$ cat src/opt_pkg.sv
package opt_pkg;

  // ------------------------------------------------------------
  // register map (byte addresses on the wishbone bus)
  // ------------------------------------------------------------
  localparam int ADDR_W = 5; // byte address width seen by the channel
  localparam logic [4:0] OFS_MODE = 5'h00; // mode and pin configuration
  localparam logic [4:0] OFS_TIMER = 5'h04; // timer register, write side feeds reload
  localparam logic [4:0] OFS_START = 5'h08; // count start flag
  localparam logic [4:0] OFS_ONESHOT = 5'h0C; // one-shot start flag, write-only strobe
  localparam logic [4:0] OFS_STATUS = 5'h10; // read-only live state

  // ------------------------------------------------------------
  // field positions
  // ------------------------------------------------------------
  localparam int MODE_LSB = 0; // operating mode, two bits
  localparam int CKS_LSB = 2; // count clock select, two bits
  localparam int PWM8_BIT = 4; // 1: 8-bit modulator, 0: 16-bit
  localparam int PULSE_OUT_BIT = 5; // 1: pin shows timer pulse, 0: port bit outside modulation
  localparam int PORT_BIT = 6; // port data when pin acts as a port
  localparam int TRIG_SEL_BIT = 7; // 1: other timer overflow is a trigger
  localparam int START_BIT = 0; // count start flag / one-shot strobe
  localparam int STAT_RUN_BIT = 0; // status: channel is counting
  localparam int STAT_PULSE_BIT = 1; // status: pulse level

  // ------------------------------------------------------------
  // enumerations
  // ------------------------------------------------------------
  typedef enum logic [1:0] {
    MODE_TIMER = 2'h0,
    MODE_EVENT = 2'h1,
    MODE_ONESHOT = 2'h2,
    MODE_PWM = 2'h3
  } opt_mode_t;

  typedef enum logic [1:0] {
    CKS_F1 = 2'h0,
    CKS_F8 = 2'h1,
    CKS_F32 = 2'h2,
    CKS_RSVD = 2'h3
  } opt_cks_t;

  typedef enum logic [2:0] {
    ST_IDLE = 3'b001,
    ST_ONESHOT = 3'b010,
    ST_PWM = 3'b100
  } opt_st_t;

  // ------------------------------------------------------------
  // counts and reset values
  // ------------------------------------------------------------
  localparam int DIV8 = 8; // divider for the div8 count clock
  localparam int DIV32 = 32; // divider for the div32 count clock
  localparam logic [15:0] PWM16_TOP = 16'hFFFE; // last step of a 2^16-1 cycle
  localparam logic [15:0] PWM8_TOP = 16'h00FE; // last step of a 2^8-1 cycle
  localparam logic [15:0] TIMER_UNDEF = 16'hFFFF; // value returned on timer reads
  localparam logic [15:0] RELOAD_RST = 16'h0000; // reload and counter after reset
  localparam int MAX_CHANNEL = 4; // channels are numbered 0 to 4
  localparam int PWM_CH_A = 2; // channels with a pulse pin
  localparam int PWM_CH_B = 3;

endpackage

$ cat src/opt_reg_if.sv
`timescale 1ns/10ps
// ------------------------------------------------------------
// register access carrier between bus slave and channel
// ------------------------------------------------------------
interface opt_reg_if;
  logic wr; // one-cycle write strobe
  logic [opt_pkg::ADDR_W-1:0] addr; // byte address of the access
  logic [31:0] wdata; // write data
  logic [3:0] sel; // byte enables
  logic [31:0] rdata; // read data for addr, combinational

  modport bus (output wr, output addr, output wdata, output sel, input rdata);
  modport regs (input wr, input addr, input wdata, input sel, output rdata);
endinterface

$ cat src/opt_prescaler.sv
`timescale 1ns/10ps
// ------------------------------------------------------------
// count clock prescaler: one tick per selected count period
// ------------------------------------------------------------
module opt_prescaler #(
  parameter int DIV_W = 5
) (
  input wire logic clk_i,
  input wire logic rst_i,
  input wire logic ce_i,
  input wire opt_pkg::opt_cks_t cks_i,
  output logic tick_o
);

  // the free counter must span the largest divider exactly
  if ((1 << DIV_W) != opt_pkg::DIV32) begin : g_bad_div
    $error("opt_prescaler: DIV_W does not match the div32 divider");
  end

  typedef struct packed {
    logic [DIV_W-1:0] div; // free-running divider
  } opt_pre_st_t;

  opt_pre_st_t q_ff;
  opt_pre_st_t nxt_q;

  localparam logic [DIV_W-1:0] LAST8 = DIV_W'(opt_pkg::DIV8 - 1);
  localparam logic [DIV_W-1:0] LAST32 = DIV_W'(opt_pkg::DIV32 - 1);

  // select the tick; the reserved code falls back to div32 so a bad
  // setting only slows the channel instead of stopping it
  always_comb begin
    nxt_q = q_ff;
    nxt_q.div = q_ff.div + 1'b1;
    unique case (cks_i)
      opt_pkg::CKS_F1: tick_o = ce_i;
      opt_pkg::CKS_F8: tick_o = ce_i && ((q_ff.div & LAST8) == LAST8);
      default: tick_o = ce_i && (q_ff.div == LAST32);
    endcase
  end

  // divider register, frozen while the clock enable is low
  always_ff @(posedge clk_i) begin
    if (rst_i) begin
      q_ff <= '0;
    end else if (ce_i) begin
      q_ff <= nxt_q;
    end
  end

endmodule

$ cat src/opt_wb_slave.sv
`timescale 1ns/10ps
// ------------------------------------------------------------
// classic wishbone slave, one wait state, always acknowledges
// ------------------------------------------------------------
module opt_wb_slave (
  input wire logic clk_i,
  input wire logic rst_i,
  input wire logic ce_i,
  input wire logic wb_cyc_i,
  input wire logic wb_stb_i,
  input wire logic wb_we_i,
  input wire logic [opt_pkg::ADDR_W-1:0] wb_adr_i,
  input wire logic [3:0] wb_sel_i,
  input wire logic [31:0] wb_dat_i,
  output logic [31:0] wb_dat_o,
  output logic wb_ack_o,
  opt_reg_if.bus regs
);

  typedef struct packed {
    logic ack; // acknowledge, high for one cycle
    logic [31:0] rdata; // captured read data
  } opt_wb_st_t;

  opt_wb_st_t q_ff;
  opt_wb_st_t nxt_q;

  logic req; // a request is pending and not yet answered

  // the write lands on the edge where ack is high, the same edge at
  // which the master sees the answer, so no write happens twice
  always_comb begin
    req = wb_cyc_i && wb_stb_i && !q_ff.ack;
    nxt_q = q_ff;
    nxt_q.ack = req;
    if (req) begin
      nxt_q.rdata = regs.rdata;
    end
    regs.wr = wb_cyc_i && wb_stb_i && wb_we_i && q_ff.ack && ce_i;
    regs.addr = wb_adr_i;
    regs.wdata = wb_dat_i;
    regs.sel = wb_sel_i;
    wb_ack_o = q_ff.ack;
    wb_dat_o = q_ff.rdata;
  end

  // bus state register
  always_ff @(posedge clk_i) begin
    if (rst_i) begin
      q_ff <= '0;
    end else if (ce_i) begin
      q_ff <= nxt_q;
    end
  end

endmodule

$ cat src/opt_timer_channel.sv
`timescale 1ns/10ps
module opt_timer_channel #(
  parameter int CHANNEL_ID = 2
) (
  input wire logic clk_i,
  input wire logic rst_i,
  input wire logic ce_i,
  input wire logic wb_cyc_i,
  input wire logic wb_stb_i,
  input wire logic wb_we_i,
  input wire logic [opt_pkg::ADDR_W-1:0] wb_adr_i,
  input wire logic [3:0] wb_sel_i,
  input wire logic [31:0] wb_dat_i,
  output logic [31:0] wb_dat_o,
  output logic wb_ack_o,
  input wire logic trig_ovf_i,
  output logic channel_pulse_pin_o,
  output logic irq_req_o
);

  // ------------------------------------------------------------
  // elaboration checks
  // ------------------------------------------------------------
  if (CHANNEL_ID < 0 || CHANNEL_ID > opt_pkg::MAX_CHANNEL) begin : g_bad_ch
    $error("opt_timer_channel: CHANNEL_ID out of range");
  end

  // only the channels with a pulse pin can modulate
  localparam bit PWM_OK = (CHANNEL_ID == opt_pkg::PWM_CH_A) ||
                          (CHANNEL_ID == opt_pkg::PWM_CH_B);

  // ------------------------------------------------------------
  // state
  // ------------------------------------------------------------
  typedef struct packed {
    opt_pkg::opt_mode_t mode; // selected operating mode
    opt_pkg::opt_cks_t cks; // count clock select
    logic pwm8; // 8-bit modulator select
    logic pulse_out; // pin shows pulse instead of port bit
    logic port_bit; // port data for the pin
    logic trig_sel; // other timer overflow acts as trigger
    logic start; // count start flag
    logic [15:0] reload; // reload register
    logic [15:0] cnt; // counter; in modulation holds latched n/m
    logic [7:0] sub; // modulation prescale, counts 0..m
    logic [15:0] cyc; // modulation step within the cycle
    logic pulse; // internal pulse level
    logic irq; // interrupt request, one cycle
    logic pin; // registered pin level
    opt_pkg::opt_st_t st; // channel state
  } opt_ch_st_t;

  opt_ch_st_t q_ff; // current state
  opt_ch_st_t nxt_q; // next state

  opt_reg_if rif (); // bus slave to register file
  logic tick; // one pulse per selected count period

  // ------------------------------------------------------------
  // helpers
  // ------------------------------------------------------------
  // address match, used by both the write and the read decode
  function automatic logic hit(input logic [opt_pkg::ADDR_W-1:0] a,
                               input logic [4:0] ofs);
    hit = (a == ofs);
  endfunction

  // merge two byte lanes of a write into a 16-bit value
  function automatic logic [15:0] merge16(input logic [15:0] old,
                                          input logic [31:0] wd,
                                          input logic [3:0] be);
    logic [15:0] r;
    r = old;
    if (be[0]) begin
      r[7:0] = wd[7:0];
    end
    if (be[1]) begin
      r[15:8] = wd[15:8];
    end
    merge16 = r;
  endfunction

  // ------------------------------------------------------------
  // submodules
  // ------------------------------------------------------------
  opt_wb_slave u_bus (
    .clk_i(clk_i),
    .rst_i(rst_i),
    .ce_i(ce_i),
    .wb_cyc_i(wb_cyc_i),
    .wb_stb_i(wb_stb_i),
    .wb_we_i(wb_we_i),
    .wb_adr_i(wb_adr_i),
    .wb_sel_i(wb_sel_i),
    .wb_dat_i(wb_dat_i),
    .wb_dat_o(wb_dat_o),
    .wb_ack_o(wb_ack_o),
    .regs(rif.bus)
  );

  // count clock is div1, div8 or div32 of clk_i
  opt_prescaler #(
    .DIV_W(5)
  ) u_pre (
    .clk_i(clk_i),
    .rst_i(rst_i),
    .ce_i(ce_i),
    .cks_i(q_ff.cks),
    .tick_o(tick)
  );

  // ------------------------------------------------------------
  // read decode
  // ------------------------------------------------------------
  // the live count is never exposed on reads of the timer register
  always_comb begin
    rif.rdata = 32'h0000_0000;
    if (hit(rif.addr, opt_pkg::OFS_MODE)) begin
      rif.rdata[opt_pkg::MODE_LSB +: 2] = q_ff.mode;
      rif.rdata[opt_pkg::CKS_LSB +: 2] = q_ff.cks;
      rif.rdata[opt_pkg::PWM8_BIT] = q_ff.pwm8;
      rif.rdata[opt_pkg::PULSE_OUT_BIT] = q_ff.pulse_out;
      rif.rdata[opt_pkg::PORT_BIT] = q_ff.port_bit;
      rif.rdata[opt_pkg::TRIG_SEL_BIT] = q_ff.trig_sel;
    end else if (hit(rif.addr, opt_pkg::OFS_TIMER)) begin
      rif.rdata[15:0] = opt_pkg::TIMER_UNDEF;
    end else if (hit(rif.addr, opt_pkg::OFS_START)) begin
      rif.rdata[opt_pkg::START_BIT] = q_ff.start;
    end else if (hit(rif.addr, opt_pkg::OFS_STATUS)) begin
      rif.rdata[opt_pkg::STAT_RUN_BIT] = (q_ff.st != opt_pkg::ST_IDLE);
      rif.rdata[opt_pkg::STAT_PULSE_BIT] = q_ff.pulse;
    end
  end

  // ------------------------------------------------------------
  // next-state logic
  // ------------------------------------------------------------
  logic os_req; // one-shot start flag written with 1
  logic trigger; // one-shot trigger from software or other timer
  logic [15:0] wr_val; // timer register value after a write
  logic [15:0] n_cur; // high-phase length in steps
  logic [7:0] m_cur; // count periods per step minus one
  logic [15:0] top; // last step of a modulation cycle
  logic [15:0] cyc_nx; // next modulation step
  logic [15:0] n_new; // high-phase length of the reloaded value

  always_comb begin
    nxt_q = q_ff;
    nxt_q.irq = 1'b0;
    os_req = 1'b0;
    wr_val = merge16(q_ff.reload, rif.wdata, rif.sel);

    // register writes
    if (rif.wr && hit(rif.addr, opt_pkg::OFS_MODE) && rif.sel[0]) begin
      nxt_q.mode = opt_pkg::opt_mode_t'(rif.wdata[opt_pkg::MODE_LSB +: 2]);
      nxt_q.cks = opt_pkg::opt_cks_t'(rif.wdata[opt_pkg::CKS_LSB +: 2]);
      nxt_q.pwm8 = rif.wdata[opt_pkg::PWM8_BIT];
      nxt_q.pulse_out = rif.wdata[opt_pkg::PULSE_OUT_BIT];
      nxt_q.port_bit = rif.wdata[opt_pkg::PORT_BIT];
      nxt_q.trig_sel = rif.wdata[opt_pkg::TRIG_SEL_BIT];
    end
    if (rif.wr && hit(rif.addr, opt_pkg::OFS_TIMER)) begin
      nxt_q.reload = wr_val;
      if (!q_ff.start) begin
        nxt_q.cnt = wr_val;
      end
    end
    if (rif.wr && hit(rif.addr, opt_pkg::OFS_START) && rif.sel[0]) begin
      nxt_q.start = rif.wdata[opt_pkg::START_BIT];
    end
    if (rif.wr && hit(rif.addr, opt_pkg::OFS_ONESHOT) && rif.sel[0]) begin
      os_req = rif.wdata[opt_pkg::START_BIT];
    end

    // trigger sources for a one-shot pass
    trigger = os_req || (q_ff.trig_sel && trig_ovf_i);

    // modulation geometry of the latched value
    n_cur = q_ff.pwm8 ? {8'h00, q_ff.cnt[15:8]} : q_ff.cnt;
    m_cur = q_ff.pwm8 ? q_ff.cnt[7:0] : 8'h00;
    top = q_ff.pwm8 ? opt_pkg::PWM8_TOP : opt_pkg::PWM16_TOP;
    cyc_nx = (q_ff.cyc == top) ? 16'h0000 : q_ff.cyc + 16'h0001;
    n_new = q_ff.pwm8 ? {8'h00, q_ff.reload[15:8]} : q_ff.reload;

    unique case (q_ff.st)
      // waiting for a start condition
      opt_pkg::ST_IDLE: begin
        nxt_q.pulse = 1'b0;
        if (q_ff.start && q_ff.mode == opt_pkg::MODE_ONESHOT && trigger) begin
          nxt_q.cnt = q_ff.reload;
          nxt_q.st = opt_pkg::ST_ONESHOT;
          nxt_q.pulse = 1'b1;
        end else if (PWM_OK && q_ff.start && q_ff.mode == opt_pkg::MODE_PWM &&
                     (!q_ff.trig_sel || trig_ovf_i)) begin
          // start with a rising edge, so the value is loaded now
          nxt_q.cnt = q_ff.reload;
          nxt_q.sub = 8'h00;
          nxt_q.cyc = 16'h0000;
          nxt_q.pulse = (n_new != 16'h0000);
          nxt_q.st = opt_pkg::ST_PWM;
        end
      end
      // one pass of n count periods
      opt_pkg::ST_ONESHOT: begin
        if (!q_ff.start || q_ff.mode != opt_pkg::MODE_ONESHOT) begin
          nxt_q.st = opt_pkg::ST_IDLE;
          nxt_q.pulse = 1'b0;
        end else if (trigger) begin
          nxt_q.cnt = q_ff.reload;
        end else if (tick) begin
          if (q_ff.cnt <= 16'h0001) begin
            // zero reached: reload, halt and request service
            nxt_q.cnt = q_ff.reload;
            nxt_q.st = opt_pkg::ST_IDLE;
            nxt_q.pulse = 1'b0;
            nxt_q.irq = 1'b1;
          end else begin
            nxt_q.cnt = q_ff.cnt - 16'h0001;
          end
        end
      end
      // continuous modulation; triggers are not looked at here
      opt_pkg::ST_PWM: begin
        if (!q_ff.start || q_ff.mode != opt_pkg::MODE_PWM) begin
          nxt_q.st = opt_pkg::ST_IDLE;
          nxt_q.pulse = 1'b0;
        end else if (tick) begin
          if (q_ff.sub == m_cur) begin
            nxt_q.sub = 8'h00;
            nxt_q.cyc = cyc_nx;
            if (cyc_nx == 16'h0000) begin
              // rising edge of the cycle takes the new value
              nxt_q.cnt = q_ff.reload;
              nxt_q.pulse = (n_new != 16'h0000);
            end else if (q_ff.pulse && cyc_nx == n_cur) begin
              nxt_q.pulse = 1'b0;
              nxt_q.irq = 1'b1;
            end
          end else begin
            nxt_q.sub = q_ff.sub + 8'h01;
          end
        end
      end
      default: begin
        nxt_q.st = opt_pkg::ST_IDLE;
        nxt_q.pulse = 1'b0;
      end
    endcase

    // pin function: modulation forces the pulse, otherwise configurable
    if (PWM_OK && q_ff.mode == opt_pkg::MODE_PWM) begin
      nxt_q.pin = nxt_q.pulse;
    end else begin
      nxt_q.pin = q_ff.pulse_out ? nxt_q.pulse : q_ff.port_bit;
    end
  end

  // ------------------------------------------------------------
  // state register
  // ------------------------------------------------------------
  // the whole channel freezes while the clock enable is low
  always_ff @(posedge clk_i) begin
    if (rst_i) begin
      q_ff.mode <= opt_pkg::MODE_TIMER;
      q_ff.cks <= opt_pkg::CKS_F1;
      q_ff.pwm8 <= 1'b0;
      q_ff.pulse_out <= 1'b0;
      q_ff.port_bit <= 1'b0;
      q_ff.trig_sel <= 1'b0;
      q_ff.start <= 1'b0;
      q_ff.reload <= opt_pkg::RELOAD_RST;
      q_ff.cnt <= opt_pkg::RELOAD_RST;
      q_ff.sub <= 8'h00;
      q_ff.cyc <= 16'h0000;
      q_ff.pulse <= 1'b0;
      q_ff.irq <= 1'b0;
      q_ff.pin <= 1'b0;
      q_ff.st <= opt_pkg::ST_IDLE;
    end else if (ce_i) begin
      q_ff <= nxt_q;
    end
  end

  // outputs straight from flip-flops
  assign channel_pulse_pin_o = q_ff.pin;
  assign irq_req_o = q_ff.irq;

endmodule

$ cat config.mk
export PLATFORM = sky130hd
export DESIGN_NAME = opt_timer_channel
export DESIGN_NICKNAME = d
export VERILOG_FILES = /design/src/opt_pkg.sv /design/src/opt_reg_if.sv /design/src/opt_prescaler.sv /design/src/opt_wb_slave.sv /design/src/opt_timer_channel.sv
export SDC_FILE = /design/constraint.sdc
export NUM_CORES = 1
export LEC_CHECK = 0
export BUFFER_PORTS_ARGS = -buffer_cell sky130_fd_sc_hd__buf_2
export CORE_MARGIN = 1
export CORE_UTILIZATION = 40
export CTS_BUF_LIST = sky130_fd_sc_hd__clkbuf_4
export DETAILED_ROUTE_END_ITERATION = 7
export PLACE_DENSITY_LB_ADDON = 0.05
export SLEW_MARGIN = 5
export SYNTH_ARGS = -nofsm -noshare
export SYNTH_HDL_FRONTEND = slang
export SYNTH_SLANG_ARGS = --single-unit
$ cat constraint.sdc
create_clock -name clk_i -period 3.5 [get_ports clk_i]
set_input_delay 0.7 -clock clk_i [delete_from_list [all_inputs] [get_ports clk_i]]
set_output_delay 0.7 -clock clk_i [all_outputs]
set_load 0.005 [all_outputs]
* Word-level counts from Yosys, hierarchy flattened *
Index checks and enable logic that the tools add are counted.
W data, S select, Z words.

storage, ports and cells
  bits in registers = 93
  output and inout port bits = 35
  logic and storage cells = 146

operators by class
  $add $sub $neg = 4
  order comparisons = 1
  eq/ne operators = 28
  mux-type cells = 56
  reductions and logical operators = 39

operators with widths
  operator                 count
  $mux W16                 13
  $mux W8                  6
  $pmux W16 S3             1
  $pmux W24 S2             1
  $mux W42                 1
  $mux W41                 1
  $mux W40                 1
  $eq A16 B16 Y1           2
  $mux W24                 1
  $mux W3                  7
  $logic_and A1 B1 Y1      20
  $mux W18                 1
  $add A16 B1 Y16 const B  1
  $le A16 B1 Y1 const B    1
  $logic_not A16 Y1        1
  $ne A2 B2 Y1 const B     8
  $reduce_bool A16 Y1      1
  $sub A16 B1 Y16 const B  1
  $mux W14                 1
  $mux W1                  12
  $mux W2                  6
  $ne A3 B3 Y1 const B     4
  $reduce_and A6 Y1        2
  $eq A5 B4 Y1 const B     2
  other kinds (21)         33

* Logic depth before layout (Yosys ltp) *
Gate-level depths: netlist (run 1).

  depth after elaboration = 13
  mapped depth = 14

* By module *
Synthesis (run 1) repeated with hierarchy kept, for this count alone.

second synthesis, totals
  cells, all modules = 1084
  area total of the unflattened synthesis = 8645.8 µm²

by module, submodules not included
  module             instances  cells each  area an instance (µm²)  seq. area each (µm²)
  opt_timer_channel  1          872         6543.8                  1421.4
  opt_wb_slave       1          187         1826.8                  660.6
  opt_prescaler      1          25          275.3                   100.1

* Worst setup path before layout (run 1) *
Ideal clock, no wire load.

  kind = input to register
  start = in wb_adr_i[4] in the netlist's numbering
  end = reg q_ff[33] in the netlist's numbering
  library setup time = 117 ps
  data arrival time = 3092 ps
  required time = 3383 ps
  slack = 291 ps
  cell stages on the path = 11
  path through = or4_1 -> nor4_1 -> buf_2 -> buf_2 -> mux2i_1 -> nor2_1 -> o21ai_0 -> nand2_1 -> a221oi_1 -> o21ai_0 -> a32o_1

on the way
  longest elaborated chain between the ends = 8
  elaborated cells on any way between the ends = 19
  classes of those cells = eq/ne: 2; mux: 12; reduce/logical: 5

ends and longest elaborated chain
  item                                             line                                                text
  start, declared                                  opt_timer_channel.sv:11                             input wire logic [opt_pkg::ADDR_W-1:0] wb_adr_i,
  $eq A5 B3 Y1 or $eq A5 B4 Y1 (tied branches)     opt_timer_channel.sv:65                             hit = (a == ofs);
  $logic_and A1 B1 Y1 (on tied branches)           opt_timer_channel.sv:162, opt_timer_channel.sv:171
  $mux W16 or $logic_and A1 B1 Y1 (tied branches)  opt_timer_channel.sv:162, opt_timer_channel.sv:171
  $mux W16 or $mux W1 (tied branches)              opt_timer_channel.sv:231, opt_timer_channel.sv:171
  $mux W16 or $logic_or A1 B1 Y1 (tied branches)   opt_timer_channel.sv:228, opt_timer_channel.sv:176
  $mux W42 (tied with other cells)                 opt_timer_channel.sv:227                            end else if (tick) begin
  $mux W40 (tied with other cells)                 opt_timer_channel.sv:224                            if (!q_ff.start || q_ff.mode != opt_pkg::MODE_PWM) begin
  $pmux W16 S3 *                                   opt_timer_channel.sv:185                            unique case (q_ff.st)
  end signal, assigned                             opt_timer_channel.sv:280                            q_ff <= nxt_q;
  end, declared                                    opt_timer_channel.sv:53                             opt_ch_st_t q_ff;

Every way passes the cells marked *; elsewhere a longest branch is shown, timed or not. The select of a mux whose other input is x is not followed.
A chain may end at the register's enable or synchronous reset.

* Final worst setup path (run 1) *
  start = reg u_pre.q_ff[0] in the netlist's numbering
  end = reg q_ff[45] in the netlist's numbering

on the way
  longest elaborated chain between the ends = 7
  elaborated cells on any way between the ends = 11
  classes of those cells = eq/ne: 2; mux: 7; reduce/logical: 2

ends and longest elaborated chain
  item                                          line                                      text
  start, declared                               opt_prescaler.sv:24                       opt_pre_st_t q_ff;
  start signal, assigned                        opt_prescaler.sv:47                       q_ff <= nxt_q;
  $eq A5 B5 Y1 or $eq A3 B3 Y1 (tied branches)  opt_prescaler.sv:38, opt_prescaler.sv:37
  $logic_and A1 B1 Y1 (on tied branches)        opt_prescaler.sv:38, opt_prescaler.sv:37
  $pmux W1 S2 *                                 opt_prescaler.sv:35                       unique case (cks_i)
  $mux W16                                      opt_timer_channel.sv:210                  end else if (tick) begin
  $mux W16                                      opt_timer_channel.sv:208                  end else if (trigger) begin
  $mux W16                                      opt_timer_channel.sv:205                  if (!q_ff.start || q_ff.mode != opt_pkg::MODE_ONESHOT) begin
  $pmux W16 S3 *                                opt_timer_channel.sv:185

Marks and branches as above.

==> results of run 1 <==
## power breakdown
part           internal, mW  switching, mW  total (mW)
Sequential            0.990         0.0201        1.01
Combinational         0.104          0.162       0.267
Clock                 0.155          0.416       0.571
Total                  1.25          0.598        1.85
## kinds of logic after synthesis
family,after synthesis
mux,57
fa+ha+maj,8
simple gates,355
xor+xnor,47
other cells,1
buf+inv,122
compound gates,259
flops,86
## state kept, by name (all words and copies together) (netlist names)
name / flops
q_ff: 69
channel_pulse_pin_o: 1
u_bus.wb_ack_o: 1
u_pre.q_ff: 5
irq_req_o: 1
u_bus.wb_dat_o: 9
## final cells by class
type                    count  area share
multi-input cells         742       0.618
flip-flops and latches     86       0.226
repair buffers            104      0.0915
well taps                 220      0.0361
inverters                  25      0.0123
clock buffers               9     0.00886
clock inverters             7     0.00722
diodes                      1    0.000328
## metrics by stage
step           cells  utilization  worst slack (ns)  hold WS (ns)
2_1_floorplan    950            -             0.291         0.448
3_3_place_gp    1177        0.448             0.139         0.438
3_5_place_dp    1177        0.448             0.116         0.448
4_1_cts         1193        0.455             0.192         0.416
5_1_grt         1194        0.455            0.0259         0.427
6_report        1194        0.455             0.135         0.439
## worst paths after layout
check / slack (ns) / depth (start not counted) / from / end
setup reg to reg: 0.14 / 13 / u_pre.q_ff[0] / q_ff[45]
setup / recovery: 0.14 / 13 / u_pre.q_ff[0] / q_ff[45]
hold reg to reg: 0.46 / 2 / u_bus.wb_dat_o[2] / u_bus.wb_dat_o[2]
hold / removal: 0.44 / 3 / wb_dat_i[14] / q_ff[60]
## metal layers
layer / vias to the layer above / track usage / share of wire
li1: 3454 / - / -
met1: 3433 / 0.363 / 0.46
met2: 307 / 0.406 / 0.44
met5: - / 0 / 0
met3: 62 / 0.0461 / 0.071
met4: 0 / 0.109 / 0.031
## placed cells by master (no fill, tap or decap), types with 5 or more instances in the layout
cell	count
o21ai_0	53
buf_4	53
conb_1	16
o211ai_1	11
a21o_1	8
a32o_1	5
or4_1	8
dfxtp_1	86
a211oi_1	12
nand2_1	82
nand3_1	45
nand3b_1	9
clkbuf_4	9
xnor2_1	26
nor3_1	17
nor2_1	96
or2_2	5
ha_1	8
nand4_1	18
inv_1	24
nand2b_1	7
mux2_2	10
a21oi_1	78
a221oi_1	7
a22o_1	8
buf_2	48
a31oi_1	5
mux2i_1	46
o22ai_1	20
or3_1	9
a22oi_1	8
and3_1	12
nor4_1	16
xor2_1	19
## critical path: stages (launching register included)
cell	delay (ns)
dfxtp_1	0.39
ha_1	0.18
and3_1	0.16
ha_1	0.14
nand2b_1	0.11
nand3_1	0.27
a31oi_1	0.23
nand4_1	0.32
or2_2	0.46
nor2_2	0.17
buf_12	0.17
a21oi_1	0.09
o221a_2	0.23
nor3_1	0.32
==> key figures, run 1 <==
Timing
  • FMAX: 297 MHz
  • RSZ-0062 raised after global routing: false
  • Hold Violations, Final: 0
  • Slew @ Worst Pin: 0.934 ns
  • Worst Skew: 0.0209 ns
  • Crit path time final: 3.36 ns
  • # setup viols final: 0
  • Pins Over Slew Limit: 0
  • Setup TNS: 0 ns
  • Slew HR: 0.371
  • Crit share post-route: 0.961

Place
  • Placed cell areas: 7500 um^2
  • DP HPWL: 17,200 um
  • Port-buffer cells: 48
  • Global placement routability congestion: 0.930

Worst setup path
  • Crit path max fanout: 15
  • Critical Path Start Type: flop
  • Crit. End Element: flop
  • Crit Path Class: reg -> reg
  • Crit path DAT: 3.75 ns
  • CP Data Required Time: 3.88 ns

Synth
  • Post-synthesis mux area share: 0.0858
  • Post-synth top area share: 0.248
  • Asr flop ratio synth: 0
  • Flop and latch count out of synthesis: 86
  • Commonest cells post-synth: nor2_1 (96), dfxtp_1 (86), nand2_1 (82), a21oi_1 (78), o21ai_0 (53)
  • Top_reg_cell synth: dfxtp_1
  • Synth area leaders: dfxtp_1 (25%), mux2i_1 (6.6%), a21oi_1 (5.6%)
  • Post-Synthesis Cell Area: 6950 um^2
  • Number of synthesized flops with an enable pin: 0
  • Largest family of logic cells by synthesized area: simple AND/OR/NAND/NOR gates
  • Adder-Cell Fraction of Synth Area: 0.0144
  • Compound-Gate Fraction of Synth Area: 0.246
  • Gate Count Post-Synth: 935
  • Yosys top cell by area: dfxtp_1
  • Syn avg cell area: 7.43 um^2
  • Synth unique cells: 78
  • Simple-Gate Fraction of Synth Area: 0.259
  • Xor-xnor portion of the synthesized cell area: 0.0632
  • Register area share after synthesis: 0.248
  • Most common cell in the netlist: nor2_1
  • Synth warn: 0

Die
  • Core box area: 16,800 um^2
  • Row cnt: 47
  • Num ports: 83
  • Die Area: 17,900 um^2
  • Chip height: 134 um
  • Initial core utilization: 0.414
  • Die X: 134 um

Worst hold path
  • HP Class: in -> reg

Clocking
  • CTS Root Cell: clkbuf_4
  • CTS Buffer Depth: 2
  • CTS tree: yes
  • Clk sink count: 86
  • Hold Buf Count CTS: 0
  • Clk pin slew, worst setup/hold paths: 0.17 ns
  • Cts repair resizes: 0
  • Clock latency on the worst-skew pair: 0.51 ns
  • Max H-tree Level: 3
  • Postcts setup bufs: 0
  • TritonCTS Buffers: 9

Detailed routing
  • Vias per cell: 6.08
  • Via count: 7,256
  • Post-Route WL: 23,600 um
  • WL/cell: 19.8 um
  • DRT iter0 DRCs: 548
  • Post-DRT Antenna Nets: 0
  • TritonRoute pass-1 iters: 7
  • Drc violations: 0

Final layout
  • Multi-input logic area: 4720 um^2
  • Fin nets: 1,024
  • Post-route cell area: 7630 um^2
  • Share of cells above drive strength 1: 0.160
  • Area taken by flip-flops and latches: 1720 um^2
  • Area Overhead vs Synth: 9.85%
  • Layout fillers: 1,764

GRT
  • Antenna violations before repair: 1
  • Overflow after GRT: 0
  • Total track usage: 0.264
  • Pin count of the biggest net entering global routing: 42
  • Number of global-route vias before repair: 6,699
  • Global-route wire length before repair: 36,700 um

Power and ir drop
  • Leak Pwr: 2.96 nW
  • Total power: 1.85 mW
  • Worst vdd ir: 123 uV
  • Pwr Density: 242 nW/um^2

Outcome
  • Outcome: finished clean

Run
  • Max-Cap Viols: 0
No activity file was read; power rests on OpenSTA's default activity.
==> inputs of run 2 (changes only) <==
--- a/config.mk
+++ b/config.mk
@@ -11,6 +11,7 @@
 export CTS_BUF_LIST = sky130_fd_sc_hd__clkbuf_4
 export DETAILED_ROUTE_END_ITERATION = 7
 export PLACE_DENSITY_LB_ADDON = 0.05
+export RECOVER_POWER = 50
 export SLEW_MARGIN = 5
 export SYNTH_ARGS = -nofsm -noshare
 export SYNTH_HDL_FRONTEND = slang
==> run 2 against run 1 <==
Compared with the run above:
- flip-flop and latch count unchanged
- final cell count unchanged
- total power increased by 0.12%
- first-iteration DRC count decreased by 6.0%
- wire length increased by 0.12%
- non-clock buffer count unchanged
- critical path type unchanged
- clock power about the same
==> key figures, run 2 (synthesized netlist as in run 1, its figures left out) <==
Outcome
  • Outcome: finished clean

Timing
  • RSZ-0062 raised after global routing: false
  • Slew @ Worst Pin: 0.919 ns
  • Hold Violations, Final: 0
  • # setup viols final: 0
  • Slew HR: 0.382
  • FMAX: 303 MHz
  • Crit share post-route: 0.944
  • Pins Over Slew Limit: 0
  • Worst Skew: 0.0243 ns
  • Crit path time final: 3.31 ns
  • Setup TNS: 0 ns

Power and ir drop
  • Switching Share: 0.325
  • Total power: 1.85 mW
  • Sequential Power Share: 0.546
  • Net Switching: 0.601 mW
  • Pint: 1.25 mW
  • Worst vdd ir: 124 uV
  • Pwr Density: 243 nW/um^2
  • Comb pwr share: 0.144
  • Clock Power Share: 0.311
  • Leak Pwr: 2.91 nW

Worst setup path
  • Cell Chain, Critical Path: ha_1 > and3_1 > ha_1 > nand2b_1 > nand3_1 > a31oi_1 > nand4_1 > or2_2 > nor2_2 > buf_12 > a21oi_1 > o221a_2 > nor3_1
  • Worst reg2reg endpoint: q_ff[45]
  • Crit. End Element: flop
  • CP Data Required Time: 3.89 ns
  • Slowest stage cell on the critical path: or2_2
  • Worst reg-to-reg setup slack: 0.19 ns
  • Crit path DAT: 3.69 ns
  • Reg2Reg Depth: 13
  • Critical Path Start Type: flop
  • Max stage delay on crit path: 0.46 ns
  • Crit Path Class: reg -> reg
  • Most numerous cell on the critical path: ha_1
  • Critical Path End: q_ff[45]
  • Crit. Startpoint: u_pre.q_ff[0]
  • Crit path max fanout: 15
  • Worst R2R Start: u_pre.q_ff[0]

Detailed routing
  • DRT iter0 DRCs: 515
  • Via count: 7,239
  • TritonRoute pass-1 iters: 5
  • Post-Route WL: 23,600 um
  • Drc violations: 0
  • WL/cell: 19.8 um
  • Vias per cell: 6.06
  • Post-DRT Antenna Nets: 0

Final layout
  • Most common cell after layout, fill and taps aside: nor2_1
  • Largest register FFs: 69
  • Fin nets: 1,024
  • Top reg by flops: q_ff
  • Share of cells above drive strength 1: 0.148
  • Most frequent cells in the layout: nor2_1 (96), dfxtp_1 (86), nand2_1 (82)
  • Area Overhead vs Synth: 9.55%

Run
  • Max-Cap Viols: 0

GRT
  • Overflow after GRT: 0
  • Total track usage: 0.264
  • Global-route wire length before repair: 36,700 um
  • Number of global-route vias before repair: 6,699
  • Pin count of the biggest net entering global routing: 42
  • Antenna violations before repair: 1

Clocking
  • TritonCTS Buffers: 9
  • CTS Buffer Depth: 2
  • CTS Root Cell: clkbuf_4
  • Postcts setup bufs: 0
  • Cts repair resizes: 0
  • Max H-tree Level: 3
  • Clock latency on the worst-skew pair: 0.51 ns
  • Clk pin slew, worst setup/hold paths: 0.17 ns
  • Clk sink count: 86
  • Hold Buf Count CTS: 0
  • CTS tree: yes

Die
  • Initial core utilization: 0.414
  • Num ports: 83
  • Chip height: 134 um
  • Die X: 134 um
  • Row cnt: 47
  • Core box area: 16,800 um^2
  • Die Area: 17,900 um^2

Place
  • Global placement routability congestion: 0.930
  • Port-buffer cells: 48
  • DP HPWL: 17,200 um

Worst hold path
  • HP Class: in -> reg
==> run 2: power by group through the flow <==
| stage | logic, mW | clock network, mW | registers (mW) |
|---|---|---|---|
| 4_1_cts | 0.261 | 0.596 | 1.01 |
| 6_report | 0.265 | 0.574 | 1.01 |
| 3_5_place_dp | 0.260 | 0 | 1.03 |
| 3_3_place_gp | 0.257 | 0 | 1.03 |
| 5_1_grt | 0.288 | 0.629 | 1.01 |
| 2_1_floorplan | 0.198 | 0 | 1.02 |
==> run 2: metal layers <==
metal	GRT usage	routed length [um]	up-vias
met3	0.0461	1630	51
met5	0	0	-
met4	0.109	668	0
met1	0.363	11000	3462
li1	-	-	3455
met2	0.406	10300	271
==> run 2: final cells by class <==
type,instances,area [um^2]
Antenna cell,1,2.50
Clock buffer,9,67.6
Multi-Input combinational cell,742,4710
Inverter,25,93.8
Fill cell,1772,9150
Timing Repair Buffer,104,682
Sequential cell,86,1720
Clock inverter,7,55.1
Tap cell,220,275
==> run 2: how the worst min path moves through the flow <==
stage          depth (start not counted)                end         startpoint
2_1_floorplan                          2  u_bus.wb_dat_o[0]  u_bus.wb_dat_o[0]
3_3_place_gp                           2  u_bus.wb_dat_o[7]  u_bus.wb_dat_o[7]
3_5_place_dp                           2  u_bus.wb_dat_o[2]  u_bus.wb_dat_o[2]
4_1_cts                                3           q_ff[60]       wb_dat_i[14]
5_1_grt                                3           q_ff[58]       wb_dat_i[12]
6_report                               3           q_ff[60]       wb_dat_i[14]
==> run 2: critical path, delay by kind of cell (launching register included) <==
kind,cells,cell delay (ns)
AO/OA/AOI/OAI,3,0.55
adder cells (fa/ha/maj),2,0.32
buffers and inverters,1,0.17
flip-flops,1,0.39
AND/OR/NAND/NOR,7,1.75
==> run 2: through the flow <==
stage	cells	worst slack (ns)	utilization	area [um^2]	hold WS (ns)
finish	1194	0.195	0.454	7610	0.442
global route	1194	0.0259	0.454	7610	0.427
CTS	1193	0.192	0.455	7630	0.416
detailed placement	1177	0.116	0.448	7500	0.448
global placement	1177	0.139	0.448	7500	0.438
floorplan	950	0.291	-	7000	0.448
